File: src/pkg/etg_regs.svh
// constants for the emulator target strobe gating block
// Contract
// RL1 - non-gated strap, emulation: program strobe when access pin low or above boundary
// RL2 - non-gated strap, monitor: program strobe for code commands, code mapped target
// RL3 - gated strap, emulation: code mapped target and (access low or above boundary)
// RL4 - gated strap, monitor: code commands, mapped target, access low or above boundary
// RL5 - gated strobes held inactive when the cycle is not a target access
// RL6 - non-gated read/write strap, emulation: strobes pass straight from processor
// RL7 - non-gated read/write strap, monitor: data commands only when xdata mapped target
// RL8 - gated read/write strap: strobes follow xdata mapping in both modes
// RL9 - mode indication high in monitor, low in emulation
// RL10 - mode controller switches monitor and emulation
// RL11 - internal reset output low while processor sits in internal reset
// RL12 - fetch marker high on first opcode byte and first interrupt call frame
// RL13 - timers halt at breakpoint and resume with emulation
// RL14 - break on external data move: timers one count short
// RL15 - start with code in target: one extra count unless break on data move
// RL16 - watchdog enabled after reset when disable pin open, disabled when grounded
// RL17 - primary trace lane records the selected source
// RL18 - first sync input feeds trace and break logic, second trace only
// RL19 - strobe gating combinational, inactive high when not enabled
`ifndef ETG_REGS_SVH
`define ETG_REGS_SVH
`define ETG_SEL_PRIMARY 2'h0
`define ETG_SEL_ALT     2'h1
`define ETG_SEL_EXT     2'h2
`define ETG_ADJ_NONE    2'h0
`define ETG_ADJ_MINUS   2'h1
`define ETG_ADJ_PLUS    2'h2
`define ETG_STROBE_OFF  1'h1
`define ETG_LANE_RST    8'h00
`endif

File: src/pkg/etg_pkg.sv
// types for the emulator target strobe gating block
`default_nettype none
package etg_pkg;
  typedef enum logic {mode_monitor, mode_emulate} etg_mode_t;
  typedef struct packed {
    logic gated_pstrobe;
    logic gated_rdwr;
    logic code_map_select;
    logic xdata_map_select;
  } etg_cfg_t;
  typedef struct packed {
    logic pstrobe_n;
    logic rd_n;
    logic wr_n;
  } etg_bus_t;
  typedef struct packed {
    logic code_byte_command;
    logic code_window_read;
    logic xdata_byte_command;
    logic xdata_read;
  } etg_mon_t;
endpackage : etg_pkg
`default_nettype wire

File: src/etg_top.sv
// strobe gating, mode control, timer hold and trace select for the pod
`include "etg_regs.svh"
`default_nettype none
module etg_top (
  input  wire logic              clk,
  input  wire logic              reset,
  input  wire etg_pkg::etg_cfg_t cfg,
  input  wire etg_pkg::etg_bus_t cpu_bus,
  input  wire etg_pkg::etg_mon_t mon_acc,
  input  wire logic              external_access_n,
  input  wire logic [15:0]       fetch_addr,
  input  wire logic [15:0]       mem_boundary,
  input  wire logic              go_req,
  input  wire logic              break_hit,
  input  wire logic              break_sync_en,
  input  wire logic              external_data_move,
  input  wire logic              cpu_internal_reset,
  input  wire logic              first_byte_fetch,
  input  wire logic              irq_first_frame,
  input  wire logic              watchdog_disable_pin,
  input  wire logic [1:0]        trace_sel,
  input  wire logic [7:0]        port_primary,
  input  wire logic [7:0]        port_alt,
  input  wire logic [7:0]        trace_ext,
  input  wire logic              sync_input_zero,
  input  wire logic              sync_input_one,
  output etg_pkg::etg_bus_t      tgt_bus,
  output logic                   monitor_state,
  output logic                   emulation_state,
  output logic                   internal_reset_out_n,
  output logic                   fetch_marker,
  output logic                   timer_run,
  output logic [1:0]             timer_adjust,
  output logic                   timer_adjust_valid,
  output logic                   watchdog_enable,
  output logic [7:0]             trace_lane,
  output logic [1:0]             trace_sync
);

  etg_pkg::etg_mode_t mode_q;
  logic               started_tgt_q;
  logic               wd_pend_q;
  logic               code_ext;
  logic               mon_code;
  logic               mon_xdata;
  logic               pen;
  logic               xen;
  logic               brk;
  logic [7:0]         lane_d;

  // address above boundary or internal store disabled means a target fetch
  function automatic logic code_is_external(
    input logic        ea_n,
    input logic [15:0] addr,
    input logic [15:0] bound
  );
    code_is_external = !ea_n || (addr > bound);
  endfunction : code_is_external

  // sync zero may join the break condition; sync one never does
  assign brk = break_hit || (break_sync_en && sync_input_zero); // [RL18]

  // mode controller
  always_ff @(posedge clk) begin
    if (reset) begin
      mode_q <= etg_pkg::mode_monitor;
    end else begin
      case (mode_q)
        etg_pkg::mode_monitor: begin
          if (go_req) begin
            mode_q <= etg_pkg::mode_emulate; // [RL10]
          end
        end
        etg_pkg::mode_emulate: begin
          if (brk) begin
            mode_q <= etg_pkg::mode_monitor; // [RL10]
          end
        end
        default: begin
          mode_q <= etg_pkg::mode_monitor;
        end
      endcase
    end
  end

  always_ff @(posedge clk) begin
    if (reset) begin
      monitor_state   <= 1'b1;
      emulation_state <= 1'b0;
    end else begin
      monitor_state   <= !(mode_q == etg_pkg::mode_emulate) ? !go_req : brk; // [RL9]
      emulation_state <= (mode_q == etg_pkg::mode_emulate) ? !brk : go_req;
    end
  end

  // strobe gating stays combinational: a register here would shift the
  // strobe a whole cycle against the address on the target bus
  always_comb begin
    code_ext  = code_is_external(external_access_n, fetch_addr, mem_boundary);
    mon_code  = mon_acc.code_byte_command || mon_acc.code_window_read;
    mon_xdata = mon_acc.xdata_byte_command || mon_acc.xdata_read;
    pen       = 1'b0;
    xen       = 1'b0;
    if (mode_q == etg_pkg::mode_emulate) begin
      if (cfg.gated_pstrobe) begin
        pen = cfg.code_map_select && code_ext; // [RL3] [RL5]
      end else begin
        pen = code_ext; // [RL1]
      end
      if (cfg.gated_rdwr) begin
        xen = cfg.xdata_map_select; // [RL8] [RL5]
      end else begin
        xen = 1'b1; // [RL6]
      end
    end else begin
      if (cfg.gated_pstrobe) begin
        pen = mon_code && cfg.code_map_select && code_ext; // [RL4] [RL5]
      end else begin
        pen = mon_code && cfg.code_map_select; // [RL2]
      end
      if (cfg.gated_rdwr) begin
        xen = mon_xdata && cfg.xdata_map_select; // [RL8]
      end else begin
        xen = mon_xdata && cfg.xdata_map_select; // [RL7]
      end
    end
    tgt_bus.pstrobe_n = pen ? cpu_bus.pstrobe_n : `ETG_STROBE_OFF; // [RL19]
    tgt_bus.rd_n      = xen ? cpu_bus.rd_n : `ETG_STROBE_OFF; // [RL19]
    tgt_bus.wr_n      = xen ? cpu_bus.wr_n : `ETG_STROBE_OFF; // [RL19]
  end

  // processor status lines
  always_ff @(posedge clk) begin
    if (reset) begin
      internal_reset_out_n <= 1'b0;
      fetch_marker         <= 1'b0;
    end else begin
      internal_reset_out_n <= !cpu_internal_reset; // [RL11]
      fetch_marker         <= first_byte_fetch || irq_first_frame; // [RL12]
    end
  end

  // timer hold and break count correction
  always_ff @(posedge clk) begin
    if (reset) begin
      timer_run          <= 1'b0;
      started_tgt_q      <= 1'b0;
      timer_adjust       <= `ETG_ADJ_NONE;
      timer_adjust_valid <= 1'b0;
    end else begin
      timer_adjust_valid <= 1'b0;
      if (mode_q == etg_pkg::mode_monitor && go_req) begin
        timer_run     <= 1'b1; // [RL13]
        started_tgt_q <= cfg.code_map_select;
      end else if (mode_q == etg_pkg::mode_emulate && brk) begin
        timer_run          <= 1'b0; // [RL13]
        timer_adjust_valid <= 1'b1;
        if (external_data_move) begin
          timer_adjust <= started_tgt_q ? `ETG_ADJ_NONE : `ETG_ADJ_MINUS; // [RL14] [RL15]
        end else begin
          timer_adjust <= started_tgt_q ? `ETG_ADJ_PLUS : `ETG_ADJ_NONE; // [RL15]
        end
      end
    end
  end

  // open pin reads high; level caught one cycle after reset release
  always_ff @(posedge clk) begin
    if (reset) begin
      watchdog_enable <= 1'b0;
      wd_pend_q       <= 1'b1;
    end else if (wd_pend_q) begin
      watchdog_enable <= watchdog_disable_pin; // [RL16]
      wd_pend_q       <= 1'b0;
    end
  end

  // trace lane source select, bit by bit like a strap row
  for (genvar i = 0; i < 8; i++) begin : g_lane
    always_comb begin
      case (trace_sel)
        `ETG_SEL_PRIMARY: lane_d[i] = port_primary[i];
        `ETG_SEL_ALT:     lane_d[i] = port_alt[i];
        `ETG_SEL_EXT:     lane_d[i] = trace_ext[i];
        default:          lane_d[i] = port_primary[i];
      endcase
    end
  end

  always_ff @(posedge clk) begin
    if (reset) begin
      trace_lane <= `ETG_LANE_RST;
      trace_sync <= 2'h0;
    end else begin
      trace_lane <= lane_d; // [RL17]
      trace_sync <= {sync_input_one, sync_input_zero}; // [RL18]
    end
  end
endmodule : etg_top
`default_nettype wire

File: config.mk
export PLATFORM = sky130hd
export DESIGN_NAME = etg_top
export DESIGN_NICKNAME = d
export VERILOG_FILES = /design/src/pkg/etg_pkg.sv /design/src/etg_top.sv
export VERILOG_INCLUDE_DIRS = /design/src /design/src/pkg
export SDC_FILE = /design/constraint.sdc
export NUM_CORES = 1
export LEC_CHECK = 0
export ABC_AREA = 0
export BUFFER_PORTS_ARGS = -buffer_cell sky130_fd_sc_hd__buf_2
export CAP_MARGIN = 20
export CORE_MARGIN = 1.5
export CORE_UTILIZATION = 41
export DETAILED_ROUTE_END_ITERATION = 10
export PLACE_DENSITY_LB_ADDON = 0.3
export SETUP_SLACK_MARGIN = 0.2
export SYNTH_ARGS = -nofsm -noshare
export SYNTH_HDL_FRONTEND = slang
export SYNTH_SLANG_ARGS = --single-unit
File: constraint.sdc
create_clock -name clk -period 2.2 [get_ports clk]
set_input_delay 0.11 -clock clk [delete_from_list [all_inputs] [get_ports clk]]
set_output_delay 0.11 -clock clk [all_outputs]
set_load 0.03 [all_outputs]
# Word-level counts from Yosys, hierarchy flattened
# Index checks and enable logic that the tools add are counted.
dict set report word_totals {
  word_cells 65
  reg_bits 22
}
dict set report classes {
  magnitude_cmp 1
  n_eq_ne 2
  mux 28
  bitwise_logic 2
  reduce_logical 19
}
# operator count
set op_table {}
lappend op_table {{case mux 1 bit (2 select lines)} 9}
lappend op_table {{2-to-1 mux 1 bit} 17}
lappend op_table {{greater-than comparator 16 bit} 1}
lappend op_table {{logical AND 1 bit} 7}
lappend op_table {{logical OR 1 bit} 5}
lappend op_table {{zero test 1 bit} 4}
lappend op_table {{2-to-1 mux 2 bit} 2}
lappend op_table {{equality test 2 x 1 -> 1 bit, second input constant} 1}
lappend op_table {{equality test 2 bit, second input constant} 1}
lappend op_table {{NOT 1 bit} 2}
lappend op_table {{AND reduction 2 bit} 1}
lappend op_table {{nonzero test 2 bit} 1}
lappend op_table {{OR reduction 2 bit} 1}

# Depth between registers and ports, before layout
# Gate-level depths: netlist of the first run.
dict set report depth {
  ltp_word 6
  ltp_mapped 7
  ltp_nobuf 6
}

# Worst setup path before layout of the first run
# OpenSTA, ideal clock, no wires.
dict set report synth_path {
  path_type {input -> output}
  from {in mem_boundary[15]}
  to {out tgt_bus[2] in the netlist's numbering}
  path_stages 6
  setup_slack_ns 0.561
  required_ns 2.090
  path_buffers 0
  arrival_time_ns 1.529
  path_cell_list {inv_1 > ha_1 > nand4_2 > or4_4 > o31ai_1 > a31o_1}
}
# element line
set synth_lines {}
lappend synth_lines {{start: declaration} etg_top.sv:12} ;# input wire logic [15:0] mem_boundary,
lappend synth_lines {{end: declaration} etg_top.sv:27} ;# output etg_pkg::etg_bus_t tgt_bus,

==> flow_summary.ini, run 1 <==
[status]
status = finished, violations left
violations = design-rule violations

[global_route]
grt_antenna_before_repair = 0
grt_pass1_vias = 1269
grtUsageTotal = 0.1868
grt_pass1_wl_um = 5016
grt_max_degree = 20
overflow = 0

[drt]
vias = 1346
wire_per_inst_um = 10.28
routed_via_density = 4.706
wl_um = 2940
initialDrtViolationCount = 55
ant_nets = 0
drc = 7
first_pass_iters = 8

[floorplan]
die_h_um = 58.08
rows = 19
core_region_area_sq_um = 2805
io_pins = 104
dieArea_sq_um = 3373
initial_utilization = 0.4434
fp.dieW_um = 58.08

[power]
ir_drop_v = 0.0002581
p_leak_nw = 1.020
powerDensity_nw_per_um2 = 484.7

[worst_setup_path]
start_kind = input port
slowest_stage = or4_4
worstPathArrival_ns = 1.70
path_common_cell = buf_2
crit_type = input port to output port
slowest_delay_ns = 0.50
crit_family = simple AND/OR/NAND/NOR gates
crit_path_max_fanout = 3
path_cells = buf_2, inv_1, ha_1, nand4_2, or4_4, o31ai_1, a31o_1, buf_2
path_buf_inv = 3
cp-end-kind = output port
critPathRequiredTime_ns = 2.09

[layout]
top_register = trace_lane
regArea_sq_um = 421.7
num_antenna_cells = 0
drive_above_1_share = 0.4353
fin_nets = 356
instances_no_fill = 286
fillers = 246
postLayoutCellArea_sq_um = 1814
reg.largest.list = trace_lane (8), timer_adjust (2), trace_sync (2)
area_growth_pct = 45.88
multi_input_area_sq_um = 729.5
largest_reg_flops = 8

[synthesis]
synth_top_area_frac = 0.3380
synth_flop_cell = dfxtp_1
synthArstFlopShare = 0
synth_edf_count = 0
synthesis.nets = 253
yosysTopAreaCell = dfxtp_1
ys_ff_latch = 21
syn_area_sq_um = 1244
yosysMostFrequentCell = nor2_1
synthesis.area_per_instance_sq_um = 8.129
netlist_instances = 153
yosys-top-cells-count = nor2_1, dfxtp_1, inv_1
ys_types = 28
ys_warn_count = 0
yosysSeqAreaShare = 0.3380
synth.area.top_cells = dfxtp_1, ha_1, nor2_1

[clocking]
cts_tree = done
root_buffer = clkbuf_4
h-tree-depth = 1
cts.path.max_buffers = 2
path_clk_slew_ns = 0.10
cts_made_buffers = 3
cts.sinks = 21
clkLatencyLatePin_ns = 0.29
post_cts_buffers = 0

[min_path]
min_path_type = input port to flop

[placed_design]
placed_cells = 281
dp_hpwl_um = 2526
gp_congestion = 0.8072
port_buffers = 103
place_area_sq_um = 1775

[timing]
fin_crit_ns = 1.807
fmax_mhz = 553.4
slew_violations = 0
worst_pin_slew_ns = 0.4177
setup_viol = 0
fin_crit_sh = 0.8213
fin_skew_ns = 0.006889
finalHoldViolCount = 0
fin_setup_tns_ns = 0
slew_headroom = 0.7215
rsz0062_at_grt = no

[job]
drv_cap = 0
-- area by class of cell --
class | count | area share
inverters | 19 | 0.03931
repair buffers | 104 | 0.2897
multi-input cells | 107 | 0.4021
flip-flops and latches | 21 | 0.2324
clock buffers | 3 | 0.01241
clock inverters | 1 | 0.002759
well taps | 31 | 0.02138
-- logic make-up (layout without fill, tap and decap cells) --
group | Yosys count | in the layout | synth area share
multiplexers | 2 | 2 | 0.01610
flip-flops | 21 | 21 | 0.3380
AND/OR/NAND/NOR | 46 | 46 | 0.1801
buffers and inverters | 25 | 127 | 0.07545
adder cells (fa/ha/maj) | 18 | 18 | 0.1811
AO/OA/AOI/OAI | 41 | 41 | 0.2093
-- metal layers --
layer,up-vias,wire [um],track usage
li1,726,-,-
met3,6,231,0.01116
met4,0,63,0.09635
met2,65,1407,0.3214
met5,-,0,0
met1,549,1238,0.2346
-- repair_timing --
action	in CTS	in global routing
setup endpoints to repair	0	1
resized for setup	0	1
hold buffers	1	0
endpoints found under the hold margin	1	0
-- worst register-to-register path, delay by kind of cell, from the launching register on --
kind	cells	cell delay (ns)
flip-flops	1	0.38
AND/OR/NAND/NOR	2	0.35
AO/OA/AOI/OAI	1	0.10
-- cell usage in the layout (no fill, tap or decap), types with 2 or more instances in the layout --
cell type	instances
or2_1	2
inv_1	19
o21a_1	4
clkbuf_4	3
buf_2	103
a22oi_1	8
nand3b_1	2
o31ai_1	2
nand2_1	6
a21o_1	2
nor2b_1	4
dfxtp_1	20
a21oi_1	17
mux2i_1	2
nor2_1	25
nand4_1	2
ha_1	18
o21ai_0	2
-- worst paths after layout --
check	startpoint	to	cells past startpoint	slack, ns
min	go_req	monitor_state	2	0.02
min reg2reg	timer_adjust[1]	timer_adjust[1]	2	0.46
max reg2reg	mode_q	monitor_state	3	1.25
max	mem_boundary[15]	tgt_bus[2]	8	0.39
-- through the flow --
step,utilization,power [mW],hold slack (ns),setup slack [ns]
2_1_floorplan,-,0.5959,0.1377,0.5610
3_3_place_gp,0.6329,0.7101,0.2668,0.4132
3_5_place_dp,0.6329,0.7146,0.2696,0.3876
4_1_cts,0.6463,0.8887,0.008051,0.3720
5_1_grt,0.6467,0.9437,0.01195,0.2760
6_report,0.6467,0.8793,0.02213,0.3931
-- where the power goes --
| group | internal (mW) | switching [mW] | leakage (nW) | total, mW |
|---|---|---|---|---|
| Clock | 0.0676 | 0.105 | 0.0177 | 0.173 |
| Combinational | 0.131 | 0.160 | 0.828 | 0.291 |
| Sequential | 0.405 | 0.0101 | 0.174 | 0.415 |
| Total | 0.604 | 0.275 | 1.02 | 0.879 |
(Power assumes the default switching activity.)
==> run 2: changes to the inputs <==
Settings changed: CORE_UTILIZATION 41 to 38.
Clock period 2.2 ns to 1.7 ns, I/O delays scaled along.
==> flow_summary.ini, run 2 (same netlist as run 1, synthesis figures left out) <==
[global_route]
grtUsageTotal = 0.1747
use_met3 = 0.01515
overflow = 0
globalRouteMet1Util = 0.2052
grt_max_degree = 20
use_met2 = 0.3323
grt_pass1_vias = 1261
grt.busiest_layer = met2
grt_pass1_wl_um = 4961
grt_antenna_before_repair = 0

[worst_setup_path]
crit_path_max_fanout = 2
worstPathArrival_ns = 1.60
start_kind = input port
crit_type = input port to output port
critPathRequiredTime_ns = 1.62
endpoint = tgt_bus[2]
worst_r2r_endpoint = monitor_state
crit_path_start = mem_boundary[5]
cp-end-kind = output port
r2r_start = mode_q
rrSetupSlack_ns = 0.64
reg2reg_depth = 4

[status]
status = complete, no violations

[timing]
setup_ws_ns = 0.01975
slew_violations = 0
worst_pin_slew_ns = 0.4109
slew_headroom = 0.7261
setup_viol = 0
fmax_mhz = 595.2
fin_skew_ns = 0.003822
finalHoldViolCount = 0
rsz0062_at_grt = yes
fin_crit_sh = 0.9884
fin_crit_ns = 1.680
timing.hold.ws_ns = 0.005560

[layout]
area_growth_pct = 74.35
largest_reg_flops = 8
instances_no_fill = 308
postLayoutCellArea_sq_um = 2168
final_common_cell = buf_2
fin_nets = 365
mostFrequentLayoutCells = buf_2, nor2_1, dfxtp_1, a21oi_1
reg.largest.list = trace_lane (8), timer_adjust (2), trace_sync (2)
top_register = trace_lane
drive_above_1_share = 0.5265
num_antenna_cells = 0

[drt]
ant_nets = 0
initialDrtViolationCount = 51
vias = 1418
wl_um = 3318
drc = 0
first_pass_iters = 4
routed_via_density = 4.604
wire_per_inst_um = 10.77

[power]
p_leak_nw = 1.080
power_mw = 1.254
powerDensity_nw_per_um2 = 578.4
ir_drop_v = 0.0003208

[placed_design]
port_buffers = 103
placed_cells = 298
gp_congestion = 0.7471
dp_hpwl_um = 2580
place_area_sq_um = 1918
pre_cts_ws_ns = -0.1388

[clocking]
cts_tree = done
path_clk_slew_ns = 0.12
cts_made_buffers = 3
clkLatencyLatePin_ns = 0.30
root_buffer = clkbuf_4
h-tree-depth = 1
cts.path.max_buffers = 2
cts.sinks = 21

[floorplan]
rows = 20
io_pins = 104
dieArea_sq_um = 3625
fp.dieW_um = 60.21
core_region_area_sq_um = 3078
initial_utilization = 0.4041
die_h_um = 60.21

[job]
drv_cap = 0

[min_path]
min_path_type = input port to flop
run 2: repair_timing:
action	in CTS	in global routing
gates cloned	0	0
resized for setup	22	7
endpoints found under the hold margin	3	2
hold buffers	4	1
buffers inserted	1	0
setup endpoints to repair	1	1
pin swaps	9	3
run 2: metrics by stage:
step	utilization	TNS, ns
after global placement	0.6232	-0.1217
after detailed placement	0.6232	-0.1388
after floorplan	-	0
after global routing	0.7045	-0.02630
after CTS	0.6833	0
final	0.7045	0
run 2: layer usage:
layer / wire length, um / up-vias
li1: - / 744
met1: 1392 / 621
met2: 1737 / 51
met3: 168 / 2
met4: 19 / 0
met5: 0 / -
run 2: worst min path at each step:
| stage | startpoint | to | depth (start not counted) |
|---|---|---|---|
| after floorplan | reset | wd_pend_q | 0 |
| after global placement | cpu_internal_reset | internal_reset_out_n | 2 |
| after detailed placement | cpu_internal_reset | internal_reset_out_n | 2 |
| after CTS | go_req | mode_q | 2 |
| after global routing | port_primary[4] | trace_lane[4] | 3 |
| final | port_primary[0] | trace_lane[0] | 3 |
run 2: area by class of cell:
class / instances / area, sq um
fillers: 260 / 909.6
multi-input cells: 107 / 898.4
repair buffers: 113 / 666.9
flip-flops and latches: 21 / 421.7
inverters: 19 / 96.34
well taps: 44 / 55.05
clock buffers: 3 / 22.52
clock inverters: 1 / 7.507
run 2: power by group:
part           switching [mW]  internal, mW  total [mW]
sequential             0.0100         0.525       0.535
clock                   0.152        0.0893       0.241
combinational           0.245         0.233       0.478
total                   0.407         0.847        1.25
run 2: worst max-delay path, stage by stage:
cell and delay (ns):
buf_2 0.08, inv_1 0.06, ha_4 0.27, nand2_2 0.05
or4_4 0.52, a21o_1 0.18, a31o_4 0.22, buf_6 0.13
